==> config.mk <==
export PLATFORM = sky130hd
export DESIGN_NAME = rpds_top
export DESIGN_NICKNAME = d
export VERILOG_FILES = /design/src/rpds_pkg.sv /design/src/rpds_rail_engine.sv /design/src/rpds_top.sv
export SDC_FILE = /design/constraint.sdc
export NUM_CORES = 2
export LEC_CHECK = 0
export BUFFER_PORTS_ARGS = -buffer_cell sky130_fd_sc_hd__buf_2
export CORE_AREA = 10 10 305 307
export DETAILED_ROUTE_END_ITERATION = 6
export DIE_AREA = 0 0 315 317
export SYNTH_ARGS = -nofsm -noshare
export SYNTH_HDL_FRONTEND = slang
export SYNTH_SLANG_ARGS = --single-unit
export TNS_END_PERCENT = 100
==> constraint.sdc <==
create_clock -name sys_clk -period 5.65 [get_ports sys_clk]
set_input_delay 0 -clock sys_clk [delete_from_list [all_inputs] [get_ports sys_clk]]
set_output_delay 0 -clock sys_clk [all_outputs]
set_load 0.01 [all_outputs]
==> src/rpds_pkg.sv <==
// Constants, state codes and helper functions for the rail power-down sequencer.
// Assumes a 50 MHz system clock and eight converter rails.
package rpds_pkg;
	localparam int NUM_RAILS = 8;
	localparam int NUM_CTL = 4;
	localparam int CLK_MHZ = 50;
	localparam int STEP_US = (NUM_RAILS <= 16) ? 250 : 500;
	localparam int TICK_CYCLES_DFLT = STEP_US * CLK_MHZ;
	localparam int TURN_OFF_DELAY_DELAY_DFLT_MS = 25;
	localparam int TURN_OFF_DELAY_TIMEOUT_DFLT_MS = 25;
	localparam logic [15:0] DELAY_RST = 16'(TURN_OFF_DELAY_DELAY_DFLT_MS * 1000 / STEP_US);
	localparam logic [15:0] TIMEOUT_RST = 16'(TURN_OFF_DELAY_TIMEOUT_DFLT_MS * 1000 / STEP_US);
	localparam logic [3:0] CTL_MASK_RST = 4'h0;
	localparam logic [7:0] FAULT_MASK_RST = 8'h00;
	localparam logic [7:0] PRE_MASK_RST = 8'h00;
	localparam logic WARN_EN_RST = 1'h0;
	localparam logic [11:0] ADR_CTRL = 12'h000;
	localparam logic [11:0] ADR_ON = 12'h004;
	localparam logic [11:0] ADR_OFF = 12'h008;
	localparam logic [11:0] ADR_STAT = 12'h00C;
	localparam logic [3:0] RAIL_REGION = 4'h1;
	localparam logic [2:0] FLD_CTL = 3'h0;
	localparam logic [2:0] FLD_FAULT = 3'h1;
	localparam logic [2:0] FLD_PRE = 3'h2;
	localparam logic [2:0] FLD_DELAY = 3'h3;
	localparam logic [2:0] FLD_TIMEOUT = 3'h4;
	localparam int STAT_EN_LSB = 0;
	localparam int STAT_WARN_LSB = 8;
	localparam int STAT_BUSY_LSB = 16;
	localparam int CTRL_WARN_EN_BIT = 0;

	typedef enum logic [4:0] {
		S_OFF = 5'h01,
		S_ON = 5'h02,
		S_PRE = 5'h04,
		S_DLY = 5'h08,
		S_TMO = 5'h10
	} rpds_state_t;

	// True when any selected input is low.
	function automatic logic rpds_any_low(input logic [7:0] mask, input logic [7:0] lv);
		rpds_any_low = |(mask & ~lv);
	endfunction : rpds_any_low

	// Merges write data into an old word under byte enables.
	function automatic logic [31:0] rpds_merge(input logic [31:0] old, input logic [31:0] wd,
		input logic [3:0] sel);
		logic [31:0] r;
		r = old;
		for (int b = 0; b < 4; b++) begin
			if (sel[b]) begin
				r[b*8 +: 8] = wd[b*8 +: 8];
			end
		end
		rpds_merge = r;
	endfunction : rpds_merge
endpackage : rpds_pkg

==> src/rpds_rail_engine.sv <==
// Power-down state machine for one converter rail.
// Assumes synchronised inputs and a shared one-cycle step tick.
`timescale 1ns/100ps
`default_nettype none
module rpds_rail_engine (
	input wire logic sys_clk,
	input wire logic reset,
	input wire logic ce,
	input wire logic tick,
	input wire logic sw_on,
	input wire logic sw_off,
	input wire logic trigger,
	input wire logic prereq_ok,
	input wire logic pgood_self,
	input wire logic warn_en,
	input wire logic [15:0] delay,
	input wire logic [15:0] timeout,
	output logic en,
	output logic warn_pulse,
	output logic busy
);
	rpds_pkg::rpds_state_t st_q, st_d, off_st;
	logic [15:0] cnt_q, cnt_d;
	logic en_q, en_d, warn_q, warn_d;
	wire logic [16:0] cnt_inc = {1'h0, cnt_q} + 17'h00001;
	wire logic dly_done = tick && (cnt_inc >= {1'h0, delay});
	wire logic tmo_done = tick && (cnt_inc >= {1'h0, timeout});
	wire logic start = trigger | sw_off;
	wire logic drop_now = prereq_ok && (delay == 16'h0000);
	wire logic tmo_hit = (st_q == rpds_pkg::S_TMO) && pgood_self && warn_en && tmo_done;
	wire logic dly_end = ce && (st_q == rpds_pkg::S_DLY) && dly_done;

	assign en = en_q;
	assign warn_pulse = warn_q;
	assign busy = (st_q == rpds_pkg::S_PRE) || (st_q == rpds_pkg::S_DLY) || (st_q == rpds_pkg::S_TMO);
	assign off_st = warn_en ? rpds_pkg::S_TMO : rpds_pkg::S_OFF;

	always_comb begin
		st_d = st_q;
		cnt_d = cnt_q;
		en_d = en_q;
		warn_d = 1'h0;
		case (st_q)
			rpds_pkg::S_OFF: begin
				if (sw_on && !start) begin
					st_d = rpds_pkg::S_ON;
					en_d = 1'h1;
				end
			end
			rpds_pkg::S_ON: begin
				if (start && drop_now) begin
					st_d = off_st;
					en_d = 1'h0;
					cnt_d = 16'h0000;
				end else if (start) begin
					st_d = rpds_pkg::S_PRE;
				end
			end
			rpds_pkg::S_PRE: begin
				if (prereq_ok) begin
					cnt_d = 16'h0000;
					if (delay == 16'h0000) begin
						st_d = off_st;
						en_d = 1'h0;
					end else begin
						st_d = rpds_pkg::S_DLY;
					end
				end
			end
			rpds_pkg::S_DLY: begin
				if (dly_done) begin
					st_d = off_st;
					en_d = 1'h0;
					cnt_d = 16'h0000;
				end else if (tick) begin
					cnt_d = cnt_inc[15:0];
				end
			end
			rpds_pkg::S_TMO: begin
				if (!pgood_self || !warn_en) begin
					st_d = rpds_pkg::S_OFF;
				end else if (tmo_done) begin
					st_d = rpds_pkg::S_OFF;
					warn_d = 1'h1;
				end else if (tick) begin
					cnt_d = cnt_inc[15:0];
				end
			end
			default: begin
				st_d = rpds_pkg::S_OFF;
				en_d = 1'h0;
			end
		endcase
	end

	always_ff @(posedge sys_clk) begin
		if (reset) begin
			st_q <= rpds_pkg::S_OFF;
			cnt_q <= 16'h0000;
			en_q <= 1'h0;
			warn_q <= 1'h0;
		end else if (ce) begin
			st_q <= st_d;
			cnt_q <= cnt_d;
			en_q <= en_d;
			warn_q <= warn_d;
		end
	end
endmodule : rpds_rail_engine
`default_nettype wire

==> src/rpds_top.sv <==
// Rail power-down sequencer top: Wishbone registers, input synchronisers, step tick, engines.
// Assumes a classic Wishbone master on sys_clk and asynchronous ctl and pgood pins.
//
// Register access over Wishbone and the register addresses are this design's own decisions.
`timescale 1ns/100ps
`default_nettype none
// How it works
// - Each rail masks control inputs; a selected low input starts power-down; default none.
// - Each rail masks power-good inputs as fault group; selected low starts power-down.
// - Each rail waits until all selected prerequisite power-good inputs are low.
// - After initiation wait the per-rail delay, default 25 ms, 0.25 ms steps.
// - A zero delay drops the rail enable at once after initiation.
// - Time from enable drop to power-good drop against per-rail timeout, default 25 ms.
// - A global option, off by default, enables the turn-off timeout warning output.
// - With warnings disabled no turn-off timeout checking is done.
// - Timeout resolution is 0.25 ms up to sixteen rails, else 0.50 ms.
module rpds_top #(
	parameter int TICK_CYCLES = rpds_pkg::TICK_CYCLES_DFLT
) (
	input wire logic sys_clk,
	input wire logic reset,
	input wire logic ce,
	input wire logic wb_cyc,
	input wire logic wb_stb,
	input wire logic wb_we,
	input wire logic [11:0] wb_adr,
	input wire logic [3:0] wb_sel,
	input wire logic [31:0] wb_dat_w,
	output logic [31:0] wb_dat_r,
	output logic wb_ack,
	input wire logic [3:0] ctl,
	input wire logic [7:0] pgood,
	output logic [7:0] en,
	output logic warn
);
	localparam int NR = rpds_pkg::NUM_RAILS;

	logic ack_q, warn_en_q, warn_out_q;
	logic [31:0] dat_r_q;
	logic [3:0] ctl_m_q, ctl_s_q;
	logic [7:0] pg_m_q, pg_s_q, warn_q;
	logic [15:0] tick_cnt_q;
	logic [3:0] ctl_mask_q [NR];
	logic [7:0] fault_mask_q [NR];
	logic [7:0] pre_mask_q [NR];
	logic [15:0] dly_q [NR];
	logic [15:0] tmo_q [NR];
	logic [7:0] trig, prereq_ok, warn_p, busy, fault_hit;

	wire logic acc = wb_cyc && wb_stb && !ack_q;
	wire logic wr = acc && wb_we;
	wire logic in_rail = (wb_adr[11:8] == rpds_pkg::RAIL_REGION);
	wire logic [2:0] r_idx = wb_adr[7:5];
	wire logic [2:0] r_fld = wb_adr[4:2];
	wire logic tick = (tick_cnt_q == 16'(TICK_CYCLES - 1));
	wire logic wr_ctrl = wr && (wb_adr == rpds_pkg::ADR_CTRL);
	wire logic wr_stat = wr && (wb_adr == rpds_pkg::ADR_STAT) && wb_sel[1];
	wire logic [7:0] on_req = (wr && (wb_adr == rpds_pkg::ADR_ON) && wb_sel[0]) ? wb_dat_w[7:0] : 8'h00;
	wire logic [7:0] off_req = (wr && (wb_adr == rpds_pkg::ADR_OFF) && wb_sel[0]) ? wb_dat_w[7:0] : 8'h00;
	wire logic [7:0] warn_clr = wr_stat ? wb_dat_w[15:8] : 8'h00;

	wire logic [31:0] rd_rail =
		(r_fld == rpds_pkg::FLD_CTL) ? {28'h0000000, ctl_mask_q[r_idx]} :
		(r_fld == rpds_pkg::FLD_FAULT) ? {24'h000000, fault_mask_q[r_idx]} :
		(r_fld == rpds_pkg::FLD_PRE) ? {24'h000000, pre_mask_q[r_idx]} :
		(r_fld == rpds_pkg::FLD_DELAY) ? {16'h0000, dly_q[r_idx]} :
		(r_fld == rpds_pkg::FLD_TIMEOUT) ? {16'h0000, tmo_q[r_idx]} : 32'h00000000;
	wire logic [31:0] rd_stat = {8'h00, busy, warn_q, en};
	wire logic [31:0] rd_word =
		in_rail ? rd_rail :
		(wb_adr == rpds_pkg::ADR_CTRL) ? {31'h00000000, warn_en_q} :
		(wb_adr == rpds_pkg::ADR_ON) ? {24'h000000, en} :
		(wb_adr == rpds_pkg::ADR_OFF) ? {24'h000000, en} :
		(wb_adr == rpds_pkg::ADR_STAT) ? rd_stat : 32'h00000000;
	wire logic [31:0] wdat = rpds_pkg::rpds_merge(rd_word, wb_dat_w, wb_sel);

	assign wb_ack = ack_q;
	assign wb_dat_r = dat_r_q;
	assign warn = warn_out_q;

	// Bus answer, input synchronisers, step tick and global state.
	always_ff @(posedge sys_clk) begin
		if (reset) begin
			ack_q <= 1'h0;
			dat_r_q <= 32'h00000000;
			ctl_m_q <= 4'h0;
			ctl_s_q <= 4'h0;
			pg_m_q <= 8'h00;
			pg_s_q <= 8'h00;
			tick_cnt_q <= 16'h0000;
			warn_en_q <= rpds_pkg::WARN_EN_RST;
			warn_q <= 8'h00;
			warn_out_q <= 1'h0;
		end else if (ce) begin
			ack_q <= acc;
			dat_r_q <= acc ? rd_word : dat_r_q;
			ctl_m_q <= ctl;
			ctl_s_q <= ctl_m_q;
			pg_m_q <= pgood;
			pg_s_q <= pg_m_q;
			tick_cnt_q <= tick ? 16'h0000 : tick_cnt_q + 16'h0001;
			warn_en_q <= (wr_ctrl && wb_sel[0]) ? wb_dat_w[rpds_pkg::CTRL_WARN_EN_BIT] : warn_en_q;
			warn_q <= (warn_q & ~warn_clr) | warn_p;
			warn_out_q <= warn_en_q && ((|((warn_q & ~warn_clr) | warn_p)));
		end
	end

	for (genvar i = 0; i < NR; i++) begin : g_rail
		wire logic sel_me = wr && in_rail && (r_idx == 3'(i));
		assign fault_hit[i] = rpds_pkg::rpds_any_low(fault_mask_q[i], pg_s_q);
		assign trig[i] = rpds_pkg::rpds_any_low({4'h0, ctl_mask_q[i]}, {4'h0, ctl_s_q}) | fault_hit[i];
		assign prereq_ok[i] = ~|(pre_mask_q[i] & pg_s_q);

		always_ff @(posedge sys_clk) begin
			if (reset) begin
				ctl_mask_q[i] <= rpds_pkg::CTL_MASK_RST;
				fault_mask_q[i] <= rpds_pkg::FAULT_MASK_RST;
				pre_mask_q[i] <= rpds_pkg::PRE_MASK_RST;
				dly_q[i] <= rpds_pkg::DELAY_RST;
				tmo_q[i] <= rpds_pkg::TIMEOUT_RST;
			end else if (ce && sel_me) begin
				if (r_fld == rpds_pkg::FLD_CTL) begin
					ctl_mask_q[i] <= wdat[3:0];
				end
				if (r_fld == rpds_pkg::FLD_FAULT) begin
					fault_mask_q[i] <= wdat[7:0];
				end
				if (r_fld == rpds_pkg::FLD_PRE) begin
					pre_mask_q[i] <= wdat[7:0];
				end
				if (r_fld == rpds_pkg::FLD_DELAY) begin
					dly_q[i] <= wdat[15:0];
				end
				if (r_fld == rpds_pkg::FLD_TIMEOUT) begin
					tmo_q[i] <= wdat[15:0];
				end
			end
		end

		rpds_rail_engine u_eng (
			.sys_clk(sys_clk),
			.reset(reset),
			.ce(ce),
			.tick(tick),
			.sw_on(on_req[i]),
			.sw_off(off_req[i]),
			.trigger(trig[i]),
			.prereq_ok(prereq_ok[i]),
			.pgood_self(pg_s_q[i]),
			.warn_en(warn_en_q),
			.delay(dly_q[i]),
			.timeout(tmo_q[i]),
			.en(en[i]),
			.warn_pulse(warn_p[i]),
			.busy(busy[i])
		);
	end
endmodule : rpds_top
`default_nettype wire

==> results.json <==
{
  "dpl.hpwl_um": 113000,
  "overflow": 0,
  "cts_resized": 0,
  "sw_frac_of_total_pct": 26.2,
  "post_cts_buffers": 0,
  "fin_ws_ns": 0.732,
  "outcome": "finished clean",
  "drv_slew": 0,
  "io_buffers": 81,
  "grt_pass1_wl_um": 220000,
  "synthDistinctLibCells": 104,
  "synth_seq_cells": 675,
  "crit_type": "reg2reg",
  "synth_most_common_cell": "nor2_1",
  "cts.sink_count": 675,
  "ant_nets": 0,
  "grt_pass1_vias": 32700,
  "routed_via_density": 6.30,
  "grt_use_total_pct": 29.6,
  "p_leak_uw": 0.0182,
  "rows": 108,
  "synth_cells": 4300,
  "hold_violations": 0,
  "synth_area_um2": 41300,
  "n_fill_cell": 7872,
  "synthTopCellsByCount": "nor2_1 (599), edfxtp_1 (416), nand2_1 (406)",
  "worstMarginPinSlew_ns": 1.27,
  "ctsRootBufferMaster": "clkbuf_16",
  "dieArea_um2": 99900,
  "clkTransAtPathRegs_ns": 0.06,
  "die_w_um": 315,
  "grt_antenna_before_repair": 10,
  "vias": 35000,
  "fin_skew_ns": 0.0302,
  "yosysWarnings": 0,
  "max_cap_viol_count": 0,
  "route.detailed.drc": 0,
  "routed_wl_um": 152000,
  "ir_drop_mv": 0.272,
  "cts_max_path_buffers": 3,
  "place_congestion": 1.02,
  "clock_power_share_pct": 44.9,
  "clk_latency_ns": 0.67,
  "power_switching_uw": 3070,
  "yosysTopAreaCell": "edfxtp_1",
  "grt_setup_unrepaired": "no",
  "hold_ws_ns": 0.0373,
  "cts_tree": "yes",
  "initialDrtViolationCount": 4396,
  "p_total_uw": 11700,
  "slew_headroom_pct": 14.4,
  "min_period_over_period_pct": 87.0,
  "start_util_pct": 47.7,
  "p_seq_share_pct": 46.9,
  "fmax_mhz": 203,
  "boundaryPins": 108,
  "avgSynthCellArea_um2": 9.61,
  "endpoint_kind": "register",
  "place_ws_ns": 0.728,
  "power.density_nw_per_um2": 256,
  "drive_gt1_share_pct": 10.7,
  "synth_top_cells_by_area": "edfxtp_1 (30%), dfxtp_1 (13%), ha_1 (8.0%), mux4_2 (5.7%), nor2_1 (5.4%)",
  "cts.htree.levels": 3,
  "required_ns": 6.17,
  "timing.setup.tns_ns": 0,
  "wl_per_cell_um": 27.3,
  "setup_viol": 0,
  "synthFlopType": "edfxtp_1",
  "fin_crit_ns": 4.92,
  "share_comb_of_total_power_pct": 8.2,
  "ys_async_sr_fraction_pct": 0,
  "synth_top_area_share_pct": 30.2,
  "die_y_um": 317,
  "cp-start-kind": "register",
  "p_int_uw": 8640,
  "grt_max_degree": 71,
  "path_max_fanout": 12,
  "cp.arrival_ns": 5.44,
  "numCtsBuffers": 79,
  "synth_edf_count": 416,
  "seq_area_frac_synth_pct": 42.8,
  "hp-class": "in2reg",
  "first_pass_iters": 5,
  "core_um2": 86600,
  "fin_nets": 4658,
  "area_delta_synth_final_pct": 10.7
}
## stage by stage
stage / utilization [%] / cell area, µm² / cells
6_report: 52.8 / 45800 / 5552
5_1_grt: 52.8 / 45700 / 5549
4_1_cts: 52.8 / 45700 / 5549
3_5_place_dp: 49.4 / 42800 / 5371
3_3_place_gp: 49.4 / 42800 / 5371
2_1_floorplan: - / 41300 / 4307
## timing repair
action / 4_1_cts / 5_1_grt
setup endpoints to repair: 0 / 0
endpoints found under the hold margin: 78 / 0
hold buffers: 30 / 0
## power groups by stage
stage          Combinational, µW  Sequential [µW]  Clock (µW)
2_1_floorplan                593             5500           0
3_3_place_gp                 913             5590           0
3_5_place_dp                 916             5590           0
4_1_cts                      935             5480        5300
5_1_grt                     1010             5500        5470
6_report                     962             5490        5260
## metal layers
layer | wire [µm] | share of wire [%] | GRT usage, % | up-vias
met2 | 66100 | 44 | 44.5 | 1819
met3 | 15300 | 10 | 6.37 | 410
li1 | - | - | - | 15800
met4 | 10300 | 6.8 | 17.4 | 16
met1 | 60000 | 40 | 39.0 | 17000
met5 | 108 | 0.071 | 0 | -
## worst max-delay path, cell delays in order (launching register included)
cell and delay (ns):
dfxtp_1 0.43, ha_1 0.26, and3_1 0.27, nand4_1 0.19, nor4_1 0.26, buf_4 0.19
and3_1 0.25, nand3_1 0.12, xnor2_1 0.19, ha_1 0.31, nand2_1 0.05, nor3_1 0.22
nor4b_1 0.50, a2111oi_0 0.20, a21oi_1 0.31, a211o_1 0.24, buf_4 0.22, nand2b_1 0.43
o32ai_1 0.17
## cells by family after synthesis
family | Yosys count | synth area share [%]
multiplexers | 204 | 8.13
adder cells (fa/ha/maj) | 265 | 8.03
AO/OA/AOI/OAI | 779 | 13.2
flip-flops | 675 | 42.8
AND/OR/NAND/NOR | 1688 | 19.7
buffers and inverters | 564 | 5.54
XOR/XNOR | 124 | 2.63
other | 1 | 0.00908
## placed cells by master (no fill, tap or decap), types with 57 or more instances in the layout
master       n
nor2_1     598
mux2i_1     81
and3_1      58
mux4_2     104
nand3_1    124
nand2_1    406
dfxtp_1    259
inv_1      328
ha_1       265
buf_4       58
buf_2       77
a21oi_1    181
nand4_1     86
a22oi_1     57
edfxtp_1   416
xnor2_1     86
o21ai_0    116
nor4_1      61
clkbuf_16   82
nor2b_1     79
## area by class of cell
class,instances,area [µm²],area share [%]
Multi-Input combinational cell,3068,21500,47.0
Sequential cell,675,17700,38.6
Clock buffer,107,2260,4.93
Tap cell,1155,1450,3.16
Inverter,332,1250,2.73
Timing Repair Buffer,171,1210,2.66
Clock inverter,41,395,0.864
Antenna cell,3,7.51,0.0164
## worst paths after layout
check	endpoint	startpoint	cells after the start	slack (ns)
min reg2reg	wb_dat_r[20]	wb_dat_r[20]	2	0.45
min	wb_ack	wb_cyc	5	0.04
max reg2reg	g_rail[7].u_eng.cnt_q[7]	g_rail[7].u_eng.cnt_q[0]	18	0.73
max	g_rail[7].u_eng.cnt_q[7]	g_rail[7].u_eng.cnt_q[0]	18	0.73
## state kept, by name, indices dropped and copies added, names as in the netlist, 16 cells and up
| name | count |
|---|---|
| ctl_mask_q | 32 |
| dly_q | 128 |
| fault_mask_q | 64 |
| g_rail.u_eng.cnt_q | 128 |
| g_rail.u_eng.st_q | 40 |
| pre_mask_q | 64 |
| tick_cnt_q | 16 |
| tmo_q | 128 |
| wb_dat_r | 24 |
(Power assumes the default switching activity.)
